File: src/daap_cfg.svh
`ifndef DAAP_CFG_SVH
`define DAAP_CFG_SVH

// Register offsets on the AXI4-Lite side
`define DAAP_CTRL_OFFS 12'h000
`define DAAP_STATUS_OFFS 12'h004
`define DAAP_IRQ_STAT_OFFS 12'h008
`define DAAP_IRQ_MASK_OFFS 12'h00C
`define DAAP_XFER_CNT_OFFS 12'h010

// CTRL fields
`define DAAP_CTRL_WAIT_LSB 0
`define DAAP_CTRL_WAIT_W 4
`define DAAP_CTRL_EXTONLY_BIT 4
`define DAAP_CTRL_W 5
`define DAAP_CTRL_RST 5'h00

// STATUS fields: permits in bits 3:0, last access origin above them
`define DAAP_PERMIT_INV_BIT 0
`define DAAP_PERMIT_NONINV_BIT 1
`define DAAP_PERMIT_SECINV_BIT 2
`define DAAP_PERMIT_SECNONINV_BIT 3
`define DAAP_STATUS_LASTEXT_BIT 4

// Event bits, shared by IRQ status and mask
`define DAAP_EV_EXT_BIT 0
`define DAAP_EV_ERR_BIT 1
`define DAAP_EV_PERMIT_BIT 2
`define DAAP_EV_W 3
`define DAAP_EV_RST 3'h0

// Debug register file
`define DAAP_NUM_DBG_REGS 16
`define DAAP_SECURE_BASE 8
`define DAAP_DBG_REG_RST 32'h0000_0000

`define DAAP_RESP_OKAY 2'h0
`define DAAP_RESP_SLVERR 2'h2

`endif

File: src/daap_pkg.sv
package daap_pkg;
   typedef enum logic [1:0] {ENG_IDLE, ENG_WAIT, ENG_RESP} daap_eng_state_t;
endpackage
File: src/daap_acc_if.sv
`timescale 1ns/1ps
`default_nettype none
interface daap_acc_if;
   logic req;
   logic wr;
   logic ext;
   logic [10:0] addr;
   logic [31:0] wdata;
   logic [31:0] rdata;
   logic err;
   logic [3:0] waitStates;
   modport engine (output req, wr, ext, addr, wdata, input rdata, err, waitStates);
   modport regs (input req, wr, ext, addr, wdata, output rdata, err, waitStates);
endinterface
`default_nettype wire

File: src/daap_apb_engine.sv
`timescale 1ns/1ps
`default_nettype none
module daap_apb_engine (
   input wire logic clk,                              // Processor clock
   input wire logic arst_n,                           // Async reset, active low
   input wire logic dbgport_select,                   // Debug registers selected
   input wire logic dbgport_phase_enable,             // Access phase marker
   input wire logic dbgport_direction,                // 1 write, 0 read
   input wire logic [10:0] dbgport_word_addr,         // Word address
   input wire logic external_debugger_access_flag,    // Access from external debugger
   input wire logic [31:0] dbgport_write_bus,         // Write data
   output logic [31:0] dbgport_read_bus,              // Read data, registered
   output logic dbgport_ready,                        // Transfer complete
   output logic dbgport_error,                        // Transfer failed, registered
   daap_acc_if.engine acc                             // Access to the register file
);
   daap_pkg::daap_eng_state_t state_reg;
   logic [3:0] waitCnt_reg;

   assign acc.wr = dbgport_direction;
   assign acc.ext = external_debugger_access_flag;    // [RULE3]
   assign acc.addr = dbgport_word_addr;               // [RULE8]
   assign acc.wdata = dbgport_write_bus;
   // One access per transfer, fired once the programmed wait states are spent
   assign acc.req = (state_reg == daap_pkg::ENG_WAIT) && dbgport_select &&
                    (waitCnt_reg == 4'h0);            // [RULE5]
   // Ready only in the access phase, after the setup cycle  [RULE4] [RULE6]
   assign dbgport_ready = (state_reg == daap_pkg::ENG_RESP) && dbgport_select &&
                          dbgport_phase_enable;

   ////////////////////////////////////////////////////////////////////////////
   always_ff @(posedge clk or negedge arst_n) begin
      if (!arst_n) begin
         state_reg <= daap_pkg::ENG_IDLE;
         waitCnt_reg <= 4'h0;
      end else begin
         case (state_reg)
            daap_pkg::ENG_IDLE: begin
               if (dbgport_select && !dbgport_phase_enable) begin   // [RULE5] [RULE8]
                  state_reg <= daap_pkg::ENG_WAIT;
                  waitCnt_reg <= acc.waitStates;                    // [RULE6]
               end
            end
            daap_pkg::ENG_WAIT: begin
               if (!dbgport_select) begin
                  state_reg <= daap_pkg::ENG_IDLE;
               end else if (waitCnt_reg == 4'h0) begin
                  state_reg <= daap_pkg::ENG_RESP;
               end else begin
                  waitCnt_reg <= waitCnt_reg - 4'h1;                // [RULE6]
               end
            end
            daap_pkg::ENG_RESP: begin
               if (!dbgport_select || dbgport_phase_enable) begin
                  state_reg <= daap_pkg::ENG_IDLE;
               end
            end
            default: begin
               state_reg <= daap_pkg::ENG_IDLE;
            end
         endcase
      end
   end

   ////////////////////////////////////////////////////////////////////////////
   // Response captured at the access so it stands still while ready is high
   always_ff @(posedge clk or negedge arst_n) begin
      if (!arst_n) begin
         dbgport_read_bus <= 32'h0000_0000;
         dbgport_error <= 1'b0;
      end else if (acc.req) begin
         dbgport_read_bus <= (acc.wr || acc.err) ? 32'h0000_0000 : acc.rdata;  // [RULE8]
         dbgport_error <= acc.err;                                            // [RULE7]
      end
   end
endmodule
`default_nettype wire

File: src/daap_debug_port.sv
// Contract
// (RULE1) Secure invasive permit: 1 allows secure invasive debug, 0 forbids it.
// (RULE2) Secure non-invasive debug allowed only while its permit input is 1.
// (RULE3) Address bit 31 set marks an external debugger access, clear otherwise.
// (RULE4) Requester raises phase enable from the second transfer cycle onward only.
// (RULE5) Select high addresses the debug registers; device answers only then.
// (RULE6) Device holds ready low for wait states; transfer ends when ready is high.
// (RULE7) Device drives an error output to flag a failed transfer.
// (RULE8) Standard setup and access phases, word address 12:2, split 32-bit buses.
//
// Implementation choices: the AXI4-Lite register port and the register addresses.
`timescale 1ns/1ps
`default_nettype none
`include "daap_cfg.svh"
module daap_debug_port #(
   parameter int NUM_DBG_REGS = `DAAP_NUM_DBG_REGS,   // Debug words behind the port
   parameter int SECURE_BASE = `DAAP_SECURE_BASE      // First secure debug word
) (
   input wire logic clk,                              // Processor clock, 100 MHz
   input wire logic arst_n,                           // Async reset, active low
   input wire logic invasive_debug_permit,            // From security controller
   input wire logic noninvasive_debug_permit,         // From security controller
   input wire logic secure_invasive_debug_permit,     // From security controller
   input wire logic secure_noninvasive_debug_permit,  // From security controller
   input wire logic dbgport_select,                   // Debug registers selected
   input wire logic dbgport_phase_enable,             // Access phase marker
   input wire logic dbgport_direction,                // 1 write, 0 read
   input wire logic [10:0] dbgport_word_addr,         // Word address
   input wire logic external_debugger_access_flag,    // Address bit 31
   input wire logic [31:0] dbgport_write_bus,         // Write data
   output logic [31:0] dbgport_read_bus,              // Read data
   output logic dbgport_ready,                        // Transfer complete
   output logic dbgport_error,                        // Transfer failed
   input wire logic [11:0] s_axi_awaddr,              // AXI write address
   input wire logic s_axi_awvalid,                    // AXI write address valid
   output logic s_axi_awready,                        // AXI write address ready
   input wire logic [31:0] s_axi_wdata,               // AXI write data
   input wire logic [3:0] s_axi_wstrb,                // AXI byte strobes
   input wire logic s_axi_wvalid,                     // AXI write data valid
   output logic s_axi_wready,                         // AXI write data ready
   output logic [1:0] s_axi_bresp,                    // AXI write response
   output logic s_axi_bvalid,                         // AXI write response valid
   input wire logic s_axi_bready,                     // AXI write response ready
   input wire logic [11:0] s_axi_araddr,              // AXI read address
   input wire logic s_axi_arvalid,                    // AXI read address valid
   output logic s_axi_arready,                        // AXI read address ready
   output logic [31:0] s_axi_rdata,                   // AXI read data
   output logic [1:0] s_axi_rresp,                    // AXI read response
   output logic s_axi_rvalid,                         // AXI read valid
   input wire logic s_axi_rready,                     // AXI read ready
   output logic irq                                   // Level interrupt
);
   localparam int IDX_W = $clog2(NUM_DBG_REGS);

   generate
      if (NUM_DBG_REGS < 2 || NUM_DBG_REGS > 2048 || SECURE_BASE < 0 ||
          SECURE_BASE > NUM_DBG_REGS) begin : g_bad_cfg
         $error("daap_debug_port: unsupported register file size");
      end
   endgenerate

   daap_acc_if acc ();

   logic [3:0] permitMeta_reg;
   logic [3:0] permitSync_reg;
   logic [3:0] permitPrev_reg;
   logic [`DAAP_CTRL_W-1:0] ctrl_reg;
   logic [`DAAP_EV_W-1:0] irqStat_reg;
   logic [`DAAP_EV_W-1:0] irqMask_reg;
   logic [`DAAP_EV_W-1:0] events;
   logic lastExt_reg;
   logic [31:0] xferCnt_reg;
   logic [31:0] dbgRegs [NUM_DBG_REGS];
   logic inRange;
   logic secureReg;
   logic allowed;
   logic [IDX_W-1:0] idx;

   daap_apb_engine u_engine (
      .clk(clk),
      .arst_n(arst_n),
      .dbgport_select(dbgport_select),
      .dbgport_phase_enable(dbgport_phase_enable),
      .dbgport_direction(dbgport_direction),
      .dbgport_word_addr(dbgport_word_addr),
      .external_debugger_access_flag(external_debugger_access_flag),
      .dbgport_write_bus(dbgport_write_bus),
      .dbgport_read_bus(dbgport_read_bus),
      .dbgport_ready(dbgport_ready),
      .dbgport_error(dbgport_error),
      .acc(acc.engine)
   );

   ////////////////////////////////////////////////////////////////////////////
   // Permit levels come from another controller, so two flops before use
   always_ff @(posedge clk or negedge arst_n) begin
      if (!arst_n) begin
         permitMeta_reg <= 4'h0;
         permitSync_reg <= 4'h0;
         permitPrev_reg <= 4'h0;
      end else begin
         permitMeta_reg <= {secure_noninvasive_debug_permit, secure_invasive_debug_permit,
                            noninvasive_debug_permit, invasive_debug_permit};
         permitSync_reg <= permitMeta_reg;
         permitPrev_reg <= permitSync_reg;
      end
   end

   ////////////////////////////////////////////////////////////////////////////
   // Access check; secure words need the secure permit on top of the base one
   assign idx = acc.addr[IDX_W-1:0];
   // One spare bit so a full 2048-word file or an empty secure range still compares right
   assign inRange = {1'b0, acc.addr} < 12'(NUM_DBG_REGS);
   assign secureReg = {1'b0, acc.addr} >= 12'(SECURE_BASE);
   assign acc.waitStates = ctrl_reg[`DAAP_CTRL_WAIT_LSB +: `DAAP_CTRL_WAIT_W];

   always_comb begin
      if (acc.wr) begin
         allowed = permitSync_reg[`DAAP_PERMIT_INV_BIT] &&
                   (!secureReg || permitSync_reg[`DAAP_PERMIT_SECINV_BIT]);   // [RULE1]
      end else begin
         allowed = (permitSync_reg[`DAAP_PERMIT_INV_BIT] ||
                    permitSync_reg[`DAAP_PERMIT_NONINV_BIT]) &&
                   (!secureReg || permitSync_reg[`DAAP_PERMIT_SECNONINV_BIT]); // [RULE2]
      end
   end

   // External-only mode refuses anything not flagged as a debugger access
   assign acc.err = !inRange || !allowed ||
                    (ctrl_reg[`DAAP_CTRL_EXTONLY_BIT] && !acc.ext);          // [RULE3] [RULE7]
   assign acc.rdata = inRange ? dbgRegs[idx] : 32'h0000_0000;

   always_ff @(posedge clk or negedge arst_n) begin
      if (!arst_n) begin
         for (int i = 0; i < NUM_DBG_REGS; i++) begin
            dbgRegs[i] <= `DAAP_DBG_REG_RST;
         end
      end else if (acc.req && acc.wr && !acc.err) begin
         dbgRegs[idx] <= acc.wdata;                                         // [RULE8]
      end
   end

   always_ff @(posedge clk or negedge arst_n) begin
      if (!arst_n) begin
         lastExt_reg <= 1'b0;
         xferCnt_reg <= 32'h0000_0000;
      end else if (acc.req) begin
         lastExt_reg <= acc.ext;
         xferCnt_reg <= xferCnt_reg + 32'h0000_0001;
      end
   end

   ////////////////////////////////////////////////////////////////////////////
   // AXI4-Lite slave: address and data held separately, answered together
   logic awHeld_reg;
   logic wHeld_reg;
   logic [11:0] awAddr_reg;
   logic [31:0] wData_reg;
   logic [3:0] wStrb_reg;
   logic doWrite;
   logic wrMapped;
   logic [31:0] strbData;
   logic [31:0] rdMux;
   logic rdMapped;

   assign s_axi_awready = !awHeld_reg && !s_axi_bvalid;
   assign s_axi_wready = !wHeld_reg && !s_axi_bvalid;
   assign s_axi_arready = !s_axi_rvalid;
   assign doWrite = awHeld_reg && wHeld_reg && !s_axi_bvalid;

   always_comb begin
      for (int b = 0; b < 4; b++) begin
         strbData[8*b +: 8] = wStrb_reg[b] ? wData_reg[8*b +: 8] : 8'h00;
      end
   end

   always_comb begin
      wrMapped = 1'b1;
      case (awAddr_reg)
         `DAAP_CTRL_OFFS, `DAAP_STATUS_OFFS, `DAAP_IRQ_STAT_OFFS,
         `DAAP_IRQ_MASK_OFFS, `DAAP_XFER_CNT_OFFS: wrMapped = 1'b1;
         default: wrMapped = 1'b0;
      endcase
   end

   always_comb begin
      rdMapped = 1'b1;
      rdMux = 32'h0000_0000;
      case (s_axi_araddr)
         `DAAP_CTRL_OFFS: rdMux[`DAAP_CTRL_W-1:0] = ctrl_reg;
         `DAAP_STATUS_OFFS: rdMux[4:0] = {lastExt_reg, permitSync_reg};
         `DAAP_IRQ_STAT_OFFS: rdMux[`DAAP_EV_W-1:0] = irqStat_reg;
         `DAAP_IRQ_MASK_OFFS: rdMux[`DAAP_EV_W-1:0] = irqMask_reg;
         `DAAP_XFER_CNT_OFFS: rdMux = xferCnt_reg;
         default: rdMapped = 1'b0;
      endcase
   end

   always_ff @(posedge clk or negedge arst_n) begin
      if (!arst_n) begin
         awHeld_reg <= 1'b0;
         wHeld_reg <= 1'b0;
         awAddr_reg <= 12'h000;
         wData_reg <= 32'h0000_0000;
         wStrb_reg <= 4'h0;
         s_axi_bvalid <= 1'b0;
         s_axi_bresp <= `DAAP_RESP_OKAY;
      end else begin
         if (s_axi_awvalid && s_axi_awready) begin
            awHeld_reg <= 1'b1;
            awAddr_reg <= s_axi_awaddr;
         end
         if (s_axi_wvalid && s_axi_wready) begin
            wHeld_reg <= 1'b1;
            wData_reg <= s_axi_wdata;
            wStrb_reg <= s_axi_wstrb;
         end
         if (doWrite) begin
            awHeld_reg <= 1'b0;
            wHeld_reg <= 1'b0;
            s_axi_bvalid <= 1'b1;
            s_axi_bresp <= wrMapped ? `DAAP_RESP_OKAY : `DAAP_RESP_SLVERR;
         end else if (s_axi_bvalid && s_axi_bready) begin
            s_axi_bvalid <= 1'b0;
         end
      end
   end

   always_ff @(posedge clk or negedge arst_n) begin
      if (!arst_n) begin
         s_axi_rvalid <= 1'b0;
         s_axi_rdata <= 32'h0000_0000;
         s_axi_rresp <= `DAAP_RESP_OKAY;
      end else if (s_axi_arvalid && s_axi_arready) begin
         s_axi_rvalid <= 1'b1;
         s_axi_rdata <= rdMux;
         s_axi_rresp <= rdMapped ? `DAAP_RESP_OKAY : `DAAP_RESP_SLVERR;
      end else if (s_axi_rvalid && s_axi_rready) begin
         s_axi_rvalid <= 1'b0;
      end
   end

   ////////////////////////////////////////////////////////////////////////////
   // Control and interrupt registers; byte 0 holds every writable field
   always_ff @(posedge clk or negedge arst_n) begin
      if (!arst_n) begin
         ctrl_reg <= `DAAP_CTRL_RST;
         irqMask_reg <= `DAAP_EV_RST;
      end else if (doWrite) begin
         if (awAddr_reg == `DAAP_CTRL_OFFS && wStrb_reg[0]) begin
            ctrl_reg <= strbData[`DAAP_CTRL_W-1:0];
         end
         if (awAddr_reg == `DAAP_IRQ_MASK_OFFS && wStrb_reg[0]) begin
            irqMask_reg <= strbData[`DAAP_EV_W-1:0];
         end
      end
   end

   always_comb begin
      events = '0;
      events[`DAAP_EV_EXT_BIT] = acc.req && acc.ext && !acc.err;
      events[`DAAP_EV_ERR_BIT] = acc.req && acc.err;                        // [RULE7]
      events[`DAAP_EV_PERMIT_BIT] = permitSync_reg != permitPrev_reg;
   end

   // A new event outranks a clear landing in the same cycle
   always_ff @(posedge clk or negedge arst_n) begin
      if (!arst_n) begin
         irqStat_reg <= `DAAP_EV_RST;
      end else if (doWrite && awAddr_reg == `DAAP_IRQ_STAT_OFFS) begin
         irqStat_reg <= (irqStat_reg & ~strbData[`DAAP_EV_W-1:0]) | events;
      end else begin
         irqStat_reg <= irqStat_reg | events;
      end
   end

   assign irq = |(irqStat_reg & irqMask_reg);
endmodule
`default_nettype wire

File: config.mk
export PLATFORM = sky130hd
export DESIGN_NAME = daap_debug_port
export DESIGN_NICKNAME = d
export VERILOG_FILES = /design/src/daap_pkg.sv /design/src/daap_acc_if.sv /design/src/daap_apb_engine.sv /design/src/daap_debug_port.sv
export VERILOG_INCLUDE_DIRS = /design/src
export SDC_FILE = /design/constraint.sdc
export NUM_CORES = 1
export LEC_CHECK = 0
export BUFFER_PORTS_ARGS = -buffer_cell sky130_fd_sc_hd__buf_2
export CAP_MARGIN = 20
export CELL_PAD_IN_SITES_DETAIL_PLACEMENT = 1
export CELL_PAD_IN_SITES_GLOBAL_PLACEMENT = 1
export CORE_MARGIN = 10
export CORE_UTILIZATION = 38
export DETAILED_ROUTE_END_ITERATION = 10
export HOLD_SLACK_MARGIN = 0.12
export PLACE_DENSITY = 0.76
export REMOVE_ABC_BUFFERS = 1
export SETUP_SLACK_MARGIN = 0.2
export SLEW_MARGIN = 20
export SYNTH_ARGS = -nofsm -noshare
export SYNTH_HDL_FRONTEND = slang
export SYNTH_SLANG_ARGS = --single-unit
File: constraint.sdc
create_clock -name clk -period 2.6 [get_ports clk]
set_input_delay 0.26 -clock clk [delete_from_list [all_inputs] [get_ports clk]]
set_output_delay 0.26 -clock clk [all_outputs]
set_load 0.01 [all_outputs]
==> metrics.md, run 1 <==
| Metric | Value |
|---|---|
| Vias per inst | 5.939 |
| Slew @ Worst Pin | 0.8748 ns |
| Cells after DPL | 3,190 |
| 1st-pass router iterations | 5 |
| R2R Setup Slk | -0.11 ns |
| Hold crit path type | in2reg |
| Final setup viols | 283 |
| Sequential fraction of the synthesis area | 0.5620 |
| CTS H-tree depth | 3 |
| Fillers | 7,302 |
| Total track usage | 0.2114 |
| Avg Cell Area, Syn | 14.48 sq um |
| Synth cell types | 57 |
| Max reg flops | 512 |
| Fin crit share | 1.044 |
| Fin nets | 2,507 |
| Residual DRC | 0 |
| Worst clock skew | 0.03745 ns |
| Number of synthesized flops with an enable pin | 0 |
| Layout cells sized above 1 | 0.4685 |
| Dpl hpwl | 52.80 mm |
| Global-route wire length before repair | 146.5 mm |
| Cell taking the most area after synthesis | dfrtp_1 |
| Via count | 20,700 |
| Antenna violations before repair | 3 |
| Failing checks | negative setup slack |
| Area of the multi-input gates | around 0.014 sq mm |
| Port bufs | about 160 |
| Worst min-delay path startpoint | s_axi_araddr[4] |
| Std-Cell Rows | a little over 100 |
| Antenna viol nets, final | 0 |
| DR WL/cell | 32.34 um |
| Final non-filler cell total | 3,485 |
| Die Y | 298.7 um |
| Yosys warns | 0 |
| Core area | 0.07721 sq mm |
| Area occupied by registers | 0.01659 sq mm |
| Fin. Hold Viols | 0 |
| Grt total ovfl | 0 |
| Starting DRT DRC Count | about 1,600 |
| Critical path type | reg2reg |
| Worst setup margin | -0.1145 ns |
| Maximum clock path buffer count | 3 |
| Setup crit start kind | flip-flop |
| WL final | 112.7 mm |
| Worst ir drop on vdd | ~0.00044 V |
| Worst r2r src | u_engine.waitCnt_reg[1] |
| CTS Root Cell | clkbuf_16 |
| CTS clk-pin slew, worst paths | 0.06 ns |
| Fmax | 368.4 MHz |
| Initial core utilization | 0.3823 |
| Slew headroom | 0.4168 |
| Worst Hold Endpoint | s_axi_rdata[4] |
| RSZ-0062 raised after global routing | yes |
| CTS Sinks | around 660 |
| Io pins | roughly 190 |
| CP endpoint kind | flip-flop |
| Max-cap violation count | 0 |
| Cell count after synthesis | ~2,000 |
| Worst R2R End | dbgRegs[509] |
| Arrival @ worst endpoint | 3.22 ns |
| GPL Wtd Cong | 0.7718 |
| DIE AREA | 0.08923 sq mm |
| Status | finished with violations |
| CTS Buf Count | between 70 and 80 |
| FF+latch count, synth | 663 |
| Top cells by area, synth | dfrtp_1, mux2_2, mux4_2 |
| Reg2Reg Depth | 11 |
| Post-synth top flop | dfrtp_1 |
| DP Area | approximately 0.032 sq mm |
| Vias in the first global route | 22,380 |
| Synthesized area | 0.02952 sq mm |
| Reg with most FFs | dbgRegs |
| Die width | 298.7 um |
| Area growth syn-to-layout | 32.89% |
| Largest net degree at the start of global routing | 86 |
| Final Max Slew Viols | 0 |
| Hold Path Depth | 3 |
| Pwr/cell area | 612.0 mW/mm^2 |
| Req. time, crit path | 3.10 ns |
| CTS tree | yes |
| Yosys top cell area share | 0.5620 |
| Fin crit period | 2.714 ns |
| Ys async rst share | 1.000 |
| Maximum fanout along the worst path | 8 |
| Clock latency on the worst-skew pair | 0.65 ns |
| Lkg Pwr | 0.01863 uW |
| Final instance area | 0.03923 sq mm |
==> layout by cell type (no fill, tap or decap), types with 7 or more instances in the layout <==
cell type      count
inv_1             10
nor2_1            16
mux2_1            10
a32o_1            33
nand2_1           76
o22ai_1           31
mux2i_1          132
o21ai_0           51
dlygate4sd3_1     64
nand3_1           19
dfrtp_1          663
clkinv_2           8
buf_2            158
mux4_2            66
buf_16            22
xnor2_1           29
buf_6             30
mux2_4           451
buf_4             68
nand2b_1           7
buf_12            67
mux2_2           110
nor3_4             8
clkbuf_1          18
a22o_1            27
clkbuf_16         93
clkbuf_8          19
nand4_1           15
a211o_1           32
nor2b_1            9
==> how the worst max path moves through the flow <==
stage | startpoint | end | slack, ns | cells past startpoint
6_report | u_engine.waitCnt_reg[1] | dbgRegs[509] | -0.11 | 11
5_1_grt | u_engine.waitCnt_reg[1] | dbgRegs[509] | -0.16 | 11
4_1_cts | u_engine.state_reg[1] | dbgRegs[306] | 0.03 | 8
3_5_place_dp | dbgport_word_addr[7] | dbgRegs[168] | -0.32 | 7
3_3_place_gp | dbgport_word_addr[7] | dbgRegs[388] | -0.27 | 7
2_1_floorplan | dbgport_word_addr[7] | dbgRegs[448] | -1.97 | 4
==> power by group <==
group / total [uW] / internal, uW / switching [uW]
Clock: 11000 / 6340 / 4640
Combinational: 2170 / 863 / 1300
Sequential: 10900 / 10600 / 271
Total: 24000 / 17800 / 6220
==> kinds of logic (layout without fill, tap and decap cells) <==
logic type | after synthesis | count (layout) | share of synthesized area
compound gates | 194 | 194 | 0.04942
xor+xnor | 35 | 35 | 0.01038
fa+ha+maj | 3 | 3 | 0.001272
buf+inv | 175 | 579 | 0.02594
flops | 663 | 663 | 0.5620
mux | 769 | 769 | 0.3129
other cells | 1 | 3 | 0.0001270
simple gates | 199 | 199 | 0.03793
==> per-stage QoR <==
step | setup slack (ns) | hold WS (ns) | utilization | total power (uW) | setup TNS [ns]
floorplan | -1.966 | -0.03559 | - | 11710 | -685.94
global placement | -0.2704 | 0.3396 | 0.4202 | 12730 | -79.69
finish | -0.1145 | 0.1632 | 0.5081 | 24010 | -10.49
global route | -0.1562 | 0.1846 | 0.5081 | 24770 | -24.99
detailed placement | -0.3155 | 0.3357 | 0.4202 | 12870 | -101.38
CTS | 0.02983 | 0.1201 | 0.4825 | 23650 | 0
==> worst max-delay path, cell delays in order, from the launching register on <==
cell      delay (ns)
dfrtp_1         0.39
inv_2           0.09
ha_4            0.14
nand2b_4        0.06
or4_4           0.54
buf_12          0.18
buf_16          0.16
nor3_4          0.26
buf_6           0.17
buf_6           0.10
buf_12          0.14
mux2_4          0.33
==> per-layer routing <==
metal / up-vias / track usage / part of all wire
li1: 8213 / - / -
met1: 11070 / 0.2579 / 0.39
met2: 1035 / 0.3639 / 0.48
met3: 376 / 0.04200 / 0.070
met4: 2 / 0.08466 / 0.060
met5: - / 0 / 0.00012
==> cells in the mapped netlist (13+ instances only) <==
| master | count |
|---|---|
| buf_2 | 42 |
| nand2_1 | 76 |
| clkbuf_1 | 93 |
| nand3_1 | 19 |
| nand4_1 | 15 |
| buf_1 | 13 |
| mux4_2 | 66 |
| mux2i_1 | 132 |
| o21ai_0 | 51 |
| mux2_2 | 441 |
| a211o_1 | 32 |
| o22ai_1 | 31 |
| xnor2_1 | 29 |
| dfrtp_1 | 663 |
| buf_4 | 15 |
| nor2_1 | 18 |
| a22o_1 | 27 |
| mux2_1 | 130 |
| a32o_1 | 33 |
==> final cells by class <==
cell class | count | share of cell area
timing repair buffer | 434 | 0.1219
antenna | 1 | 0.00006379
inverter | 12 | 0.001148
multi-input combinational | 1202 | 0.3582
sequential | 663 | 0.4229
clock inverter | 22 | 0.006761
clock buffer | 111 | 0.05588
tap | 1040 | 0.03317
==> timing repair <==
action | CTS | global route
hold endpoints to repair | 343 | 0
hold buffers | 64 | 0
setup endpoints to repair | 512 | 544
resized for setup | 234 | 336
pin swaps | 11 | 10
buffers inserted | 34 | 22
gates cloned | 20 | 21
Note: power is estimated with default switching activity, not from simulation.
==> run 2, diff against run 1 <==
--- a/config.mk
+++ b/config.mk
@@ -6,15 +6,17 @@
 export SDC_FILE = /design/constraint.sdc
 export NUM_CORES = 1
 export LEC_CHECK = 0
+export ABC_AREA = 1
 export BUFFER_PORTS_ARGS = -buffer_cell sky130_fd_sc_hd__buf_2
 export CAP_MARGIN = 20
 export CELL_PAD_IN_SITES_DETAIL_PLACEMENT = 1
 export CELL_PAD_IN_SITES_GLOBAL_PLACEMENT = 1
 export CORE_MARGIN = 10
 export CORE_UTILIZATION = 38
+export CTS_BUF_LIST = sky130_fd_sc_hd__clkbuf_4
 export DETAILED_ROUTE_END_ITERATION = 10
 export HOLD_SLACK_MARGIN = 0.12
-export PLACE_DENSITY = 0.76
+export PLACE_DENSITY = 0.83
 export REMOVE_ABC_BUFFERS = 1
 export SETUP_SLACK_MARGIN = 0.2
 export SLEW_MARGIN = 20
==> metrics.md, run 2 <==
| Metric | Value |
|---|---|
| Arrival @ worst endpoint | 3.81 ns |
| Vias in the first global route | 35,960 |
| Ys async rst share | 1.000 |
| 1st-pass router iterations | 5 |
| Fin crit share | 1.109 |
| Die Y | 314.2 um |
| Final setup viols | 120 |
| Yosys warns | 0 |
| Largest net degree at the start of global routing | 167 |
| Max-cap violation count | 0 |
| Vias per inst | 5.885 |
| Seq pwr share | 0.436 |
| Antenna violations before repair | 25 |
| Synth cell types | 31 |
| CTS Sinks | 663 |
| CTS H-tree depth | 4 |
| Residual DRC | 0 |
| Maximum fanout along the worst path | 10 |
| Std-Cell Rows | 107 |
| Worst ir drop on vdd | roughly 0.00043 V |
| Hold Path Depth | 4 |
| Worst setup margin | -0.2834 ns |
| Top cells by area, synth | dfrtp_1, nand2_1, nand4_1 |
| Most Used Layer, Global Route | met2 |
| Antenna viol nets, final | 0 |
| Max reg flops | around 510 |
| Avg Cell Area, Syn | 7.439 sq um |
| Area growth syn-to-layout | 23.35% |
| Number of synthesized flops with an enable pin | 0 |
| Status | finished with violations |
| Fmax | 346.8 MHz |
| RSZ-0062 raised after global routing | yes |
| Cell taking the most area after synthesis | dfrtp_1 |
| Req. time, crit path | 3.52 ns |
| Finished Core Util | 0.4743 |
| Reg with most FFs | dbgRegs |
| Crit path launch | awAddr_reg[11] |
| DR WL/cell | 25.49 um |
| Reg2Reg Depth | 5 |
| Die width | between 300 and 400 um |
| Grt total ovfl | 0 |
| Slew headroom | 0.3047 |
| Port bufs | 161 |
| Global-route wire length before repair | between 200 and 250 mm |
| Core area | between 0.08 and 0.09 sq mm |
| Yosys top cell area share | 0.5044 |
| Met1 Resource Use GR | 0.3320 |
| Post-synth top flop | dfrtp_1 |
| Maximum clock path buffer count | 3 |
| Pwr/cell area | ~620 mW/mm^2 |
| Clock network power share | 0.408 |
| Commonest non-fill, non-tap cells in the layout | nand2_1, nor2_1, dfrtp_1, nand4_1, clkbuf_4 |
| Worst clock skew | around 0.13 ns |
| Synthesized area | about 0.033 sq mm |
| Sequential fraction of the synthesis area | 0.5044 |
| Switching Share | 0.3190 |
| Worst min-delay path startpoint | dbgport_write_bus[29] |
| Slew @ Worst Pin | 1.032 ns |
| Fin nets | 4,894 |
| Starting DRT DRC Count | 3,876 |
| Hold crit path type | in2reg |
| Most common cell after layout, fill and taps aside | nand2_1 |
| CP endpoint kind | flip-flop |
| Initial core utilization | 0.3845 |
| Worst r2r src | awAddr_reg[11] |
| Final Max Slew Viols | 0 |
| Fillers | 10,460 |
| Layout cells sized above 1 | 0.1457 |
| DIE AREA | 0.09873 sq mm |
| Cell count after synthesis | 4,422 |
| CTS Root Cell | clkbuf_4 |
| Critical path type | reg2reg |
| Net switching power | 8039 uW |
| Int Power | 17,160 uW |
| Top post-synthesis cells by count | nand2_1, nor2_1, dfrtp_1 |
| Setup crit start kind | flip-flop |
| WL final | around 150 mm |
| Failing checks | negative setup slack |
| Grt met2 use | 0.4496 |
| CTS Buf Count | 182 |
| DP Area | 0.03532 sq mm |
| Final instance area | 0.04058 sq mm |
| Most common cell in the netlist | nand2_1 |
| GPL Wtd Cong | 0.8227 |
| FF+latch count, synth | between 600 and 700 |
| Fin crit period | just under 3 ns |
| CTS tree | yes |
| Clock latency on the worst-skew pair | 1.15 ns |
| Fin. Hold Viols | 0 |
| Lkg Pwr | 0.02172 uW |
| Met3 Use GR | 0.05932 |
| Total track usage | 0.2761 |
| CTS clk-pin slew, worst paths | approximately 0.11 ns |
| Logic pwr share | 0.156 |
| Via count | 35,630 |
| Io pins | 194 |
| Dpl hpwl | 75.66 mm |
==> run 2: cell count changes after synthesis, moves of 79 or more <==
cell and delta:
clkbuf_1 +79, nand2_1 +1588, nand4_1 +504, buf_2 +117, mux2i_1 -132, inv_1 +98, nor2_1 +797, mux2_2 -439
mux2_1 -130
==> run 2: cells by family (layout without fill, tap and decap cells) <==
logic type / Yosys count / in the layout / share of synthesized area
xor+xnor: 23 / 23 / 0.006124
compound gates: 146 / 146 / 0.02373
other cells: 1 / 18 / 0.0001140
fa+ha+maj: 3 / 3 / 0.001141
simple gates: 3094 / 3094 / 0.3982
mux: 2 / 2 / 0.0006846
flops: 663 / 663 / 0.5044
buf+inv: 490 / 962 / 0.06561
==> run 2: path summary, 6_finish.rpt <==
path                                                 end  slack (ns)
setup / recovery                             ctrl_reg[1]       -0.28
hold / removal                              dbgRegs[253]        0.23
setup reg to reg                             ctrl_reg[1]       -0.28
hold reg to reg                        permitSync_reg[0]        0.38
max in group asynchronous  u_engine.dbgport_read_bus[13]        1.58
min in group asynchronous        u_engine.waitCnt_reg[1]        0.59
==> run 2: cell type report <==
class                           instances  area (sq um)  share of cell area
Sequential cell                       663         16590              0.4090
Multi-Input combinational cell       3270         14490              0.3571
Timing Repair Buffer                  535          5176              0.1276
Clock buffer                          275          2064             0.05088
Tap cell                             1144          1431             0.03528
Inverter                              121         484.2             0.01193
Clock inverter                         31         294.0            0.007246
Antenna cell                           16         40.04           0.0009867
==> run 2: layer usage <==
layer,share of wire,vias to the layer above
li1,-,15050
met1,0.37,17500
met2,0.46,2317
met3,0.10,746
met4,0.068,14
met5,0.00054,-
==> run 2: metrics by stage <==
| stage | hold slack [ns] | cells | power, uW | TNS, ns | setup slack, ns |
|---|---|---|---|---|---|
| 2_1_floorplan | -0.03559 | 4054 | 12460 | -3820.57 | -7.496 |
| 3_3_place_gp | 0.3182 | 5503 | 13780 | 0 | 0.3411 |
| 3_5_place_dp | 0.3230 | 5503 | 13890 | 0 | 0.2345 |
| 4_1_cts | 0.1217 | 6002 | 24290 | 0 | 0.2111 |
| 5_1_grt | 0.2007 | 6053 | 26090 | -2.555 | -0.3279 |
| 6_report | 0.2321 | 6055 | 25200 | -6.066 | -0.2834 |
==> run 2: critical path, stage by stage (launching register included) <==
cell and delay, ns:
dfrtp_1 0.45, inv_1 0.11, nand4_1 0.10, nor2_1 0.41, nand4_1 0.56, o21ai_0 1.01
==> run 2: power by group through the flow <==
stage / logic (uW) / clock network [uW] / registers (uW)
6_report: 3920 / 10300 / 11000
5_1_grt: 4140 / 11000 / 11000
4_1_cts: 3230 / 10200 / 10900
3_5_place_dp: 2840 / 0 / 11100
3_3_place_gp: 2750 / 0 / 11000
2_1_floorplan: 1450 / 0 / 11000
==> run 2: timing repair <==
item / 4_1_cts / 5_1_grt
gates resized for setup: 0 / 78
endpoints found under the setup margin: 0 / 572
hold buffers: 193 / 6
hold endpoints to repair: 1296 / 33
buffers inserted: 0 / 19
==> run 3, diff against run 2 <==
--- a/config.mk
+++ b/config.mk
@@ -9,14 +9,13 @@
 export ABC_AREA = 1
 export BUFFER_PORTS_ARGS = -buffer_cell sky130_fd_sc_hd__buf_2
 export CAP_MARGIN = 20
-export CELL_PAD_IN_SITES_DETAIL_PLACEMENT = 1
-export CELL_PAD_IN_SITES_GLOBAL_PLACEMENT = 1
 export CORE_MARGIN = 10
 export CORE_UTILIZATION = 38
 export CTS_BUF_LIST = sky130_fd_sc_hd__clkbuf_4
 export DETAILED_ROUTE_END_ITERATION = 10
 export HOLD_SLACK_MARGIN = 0.12
-export PLACE_DENSITY = 0.83
+export PLACE_DENSITY = 0.67
+export RECOVER_POWER = 100
 export REMOVE_ABC_BUFFERS = 1
 export SETUP_SLACK_MARGIN = 0.2
 export SLEW_MARGIN = 20
==> metrics.md, run 3 (same netlist as run 2, synthesis figures left out) <==
| Metric | Value |
|---|---|
| Fin crit period | between 2 and 2.5 ns |
| Dpl hpwl | between 60 and 70 mm |
| Via count | 31,960 |
| Clock latency on the worst-skew pair | 1.07 ns |
| Finished Core Util | 0.4578 |
| Total track usage | 0.2261 |
| Reg2Reg Depth | 11 |
| Worst Hold Endpoint | s_axi_rdata[4] |
| Max-cap violation count | 0 |
| WL final | between 100 and 150 mm |
| Pwr/cell area | 611.2 mW/mm^2 |
| GPL Wtd Cong | 0.8504 |
| CTS H-tree depth | 4 |
| Maximum fanout along the worst path | 32 |
| Net switching power | 7106 uW |
| Logic pwr share | 0.133 |
| Worst ir drop on vdd | 0.0003799 V |
| Status | complete, no violations |
| Port bufs | approximately 160 |
| Commonest non-fill, non-tap cells in the layout | nand2_1, nor2_1, dfrtp_1, nand4_1, clkbuf_4 |
| Req. time, crit path | about 3.5 ns |
| Critical path type | reg2reg |
| Arrival @ worst endpoint | 3.29 ns |
| CTS Sinks | 663 |
| Vias in the first global route | approximately 31,000 |
| Worst min-delay path startpoint | s_axi_araddr[0] |
| Hold crit path type | in2reg |
| CP max stage cell | clkbuf_4 |
| Vias per inst | about 5.3 |
| Grt total ovfl | 0 |
| Switching Share | 0.2969 |
| Io pins | 194 |
| Die width | 314.2 um |
| CTS clk-pin slew, worst paths | 0.08 ns |
| CTS tree | yes |
| Initial core utilization | 0.3845 |
| Seq pwr share | 0.456 |
| Most common cell after layout, fill and taps aside | nand2_1 |
| Final Max Slew Viols | 0 |
| Setup crit start kind | flip-flop |
| Worst path cell trace | inv_1 -> ha_1 -> nand3_1 -> inv_1 -> nand2_2 -> nor2_4 -> buf_12 -> nand3_1 -> clkbuf_4 -> nand2_1 -> nand2_1 |
| R2R Setup Slk | 0.20 ns |
| Critical Path Max Stage Delay | just over 0.4 ns |
| Max reg flops | 512 |
| Fmax | 416.1 MHz |
| DR WL/cell | 19.01 um |
| Die Y | 314.2 um |
| Fin crit share | 0.9243 |
| Final non-filler cell total | 5,990 |
| Worst clock skew | roughly 0.084 ns |
| Hold Path Depth | 9 |
| CTS Buf Count | 177 |
| Fin. Hold Viols | 0 |
| Area growth syn-to-layout | 19.05% |
| Std-Cell Rows | 107 |
| Slew @ Worst Pin | around 1.2 ns |
| Setup_tns | 0 ns |
| Int Power | 16,830 uW |
| Largest net degree at the start of global routing | 97 |
| Worst R2R End | dbgRegs[191] |
| Cells after DPL | 5,489 |
| Lkg Pwr | 0.02092 uW |
| Clock network power share | 0.411 |
| DIE AREA | 0.09873 sq mm |
| Fin nets | 4,824 |
| Starting DRT DRC Count | 3,356 |
| RSZ-0062 raised after global routing | yes |
| Final setup viols | 0 |
| Maximum clock path buffer count | 3 |
| Global-route wire length before repair | 179.2 mm |
| 1st-pass router iterations | 8 |
| Residual DRC | 0 |
| Antenna viol nets, final | 0 |
| Reg with most FFs | dbgRegs |
| Slew headroom | 0.2118 |
| CTS Root Cell | clkbuf_4 |
| Worst r2r src | u_engine.waitCnt_reg[0] |
| Core area | 0.08555 sq mm |
| Layout cells sized above 1 | 0.1133 |
| CP endpoint kind | flip-flop |
| Antenna violations before repair | 8 |
-- run 3: cell types whose count changed in the layout (fill, tap and decap cells not counted), moves of 8 or more --
cell / previous run / this run
nand3_2: 16 / 0
clkbuf_1: 0 / 81
nand3_1: 43 / 62
clkbuf_2: 0 / 11
diode_2: 16 / 8
buf_4: 97 / 64
buf_16: 10 / 2
clkbuf_16: 15 / 2
buf_6: 15 / 4
buf_2: 160 / 91
dlygate4sd3_1: 190 / 173
-- run 3: area by class of cell --
type                    instances  area [sq um]
diodes                          8         20.02
multi-input cells            3270         14310
fillers                      8451         46390
clock buffers                 273          2049
flip-flops and latches        663         16590
repair buffers                470          3953
clock inverters                41         327.8
inverters                     121         480.5
well taps                    1144          1431
-- run 3: what timing repair did --
item | in CTS | in global routing
gates resized for setup | 0 | 15
hold buffers | 177 | 0
hold endpoints to repair | 1301 | 0
setup buffers | 0 | 1
endpoints found under the setup margin | 0 | 83
-- run 3: routing by layer --
| metal | global-route usage | up-vias | part of all wire | wire [um] |
|---|---|---|---|---|
| met2 | 0.3512 | 1512 | 0.46 | 52170 |
| met3 | 0.04567 | 292 | 0.090 | 10240 |
| met4 | 0.09754 | 4 | 0.036 | 4105 |
| met5 | 0 | - | 0.00020 | 23 |
| met1 | 0.3035 | 15200 | 0.42 | 47320 |
| li1 | - | 14950 | - | - |
-- run 3: worst max-delay path by stage --
stage / startpoint / end / slack, ns / depth (start not counted)
2_1_floorplan: u_engine.waitCnt_reg[0] / dbgRegs[0] / -7.50 / 9
3_3_place_gp: u_engine.waitCnt_reg[0] / dbgRegs[157] / 0.41 / 11
3_5_place_dp: dbgport_word_addr[6] / dbgRegs[151] / 0.39 / 11
4_1_cts: u_engine.waitCnt_reg[0] / irqStat_reg[0] / 0.24 / 8
5_1_grt: u_engine.waitCnt_reg[0] / dbgRegs[191] / 0.1 / 11
6_report: u_engine.waitCnt_reg[0] / dbgRegs[191] / 0.20 / 11
-- run 3: critical path, delay by kind of cell, from the launching register on --
family,cells,cell delay [ns]
fa+ha+maj,1,0.17
flops,1,0.38
buf+inv,4,0.87
simple gates,6,0.75
-- run 3: through the flow --
step	setup slack [ns]	power (uW)	hold slack (ns)	cell area, sq um
after floorplan	-7.496	12460	-0.03559	31190
after global placement	0.4069	13720	0.1881	35160
after detailed placement	0.3920	13760	0.1878	35160
after CTS	0.2399	23910	0.1207	39310
after global routing	0.09565	25050	0.1282	39160
final	0.1969	23930	0.1098	39160
-- run 3: power by group through the flow --
stage	sequential, uW	clock [uW]	combinational, uW
3_5_place_dp	11000	0	2710
3_3_place_gp	11000	0	2680
4_1_cts	10900	10000	3060
2_1_floorplan	11000	0	1450
5_1_grt	10900	10600	3500
6_report	10900	9850	3180
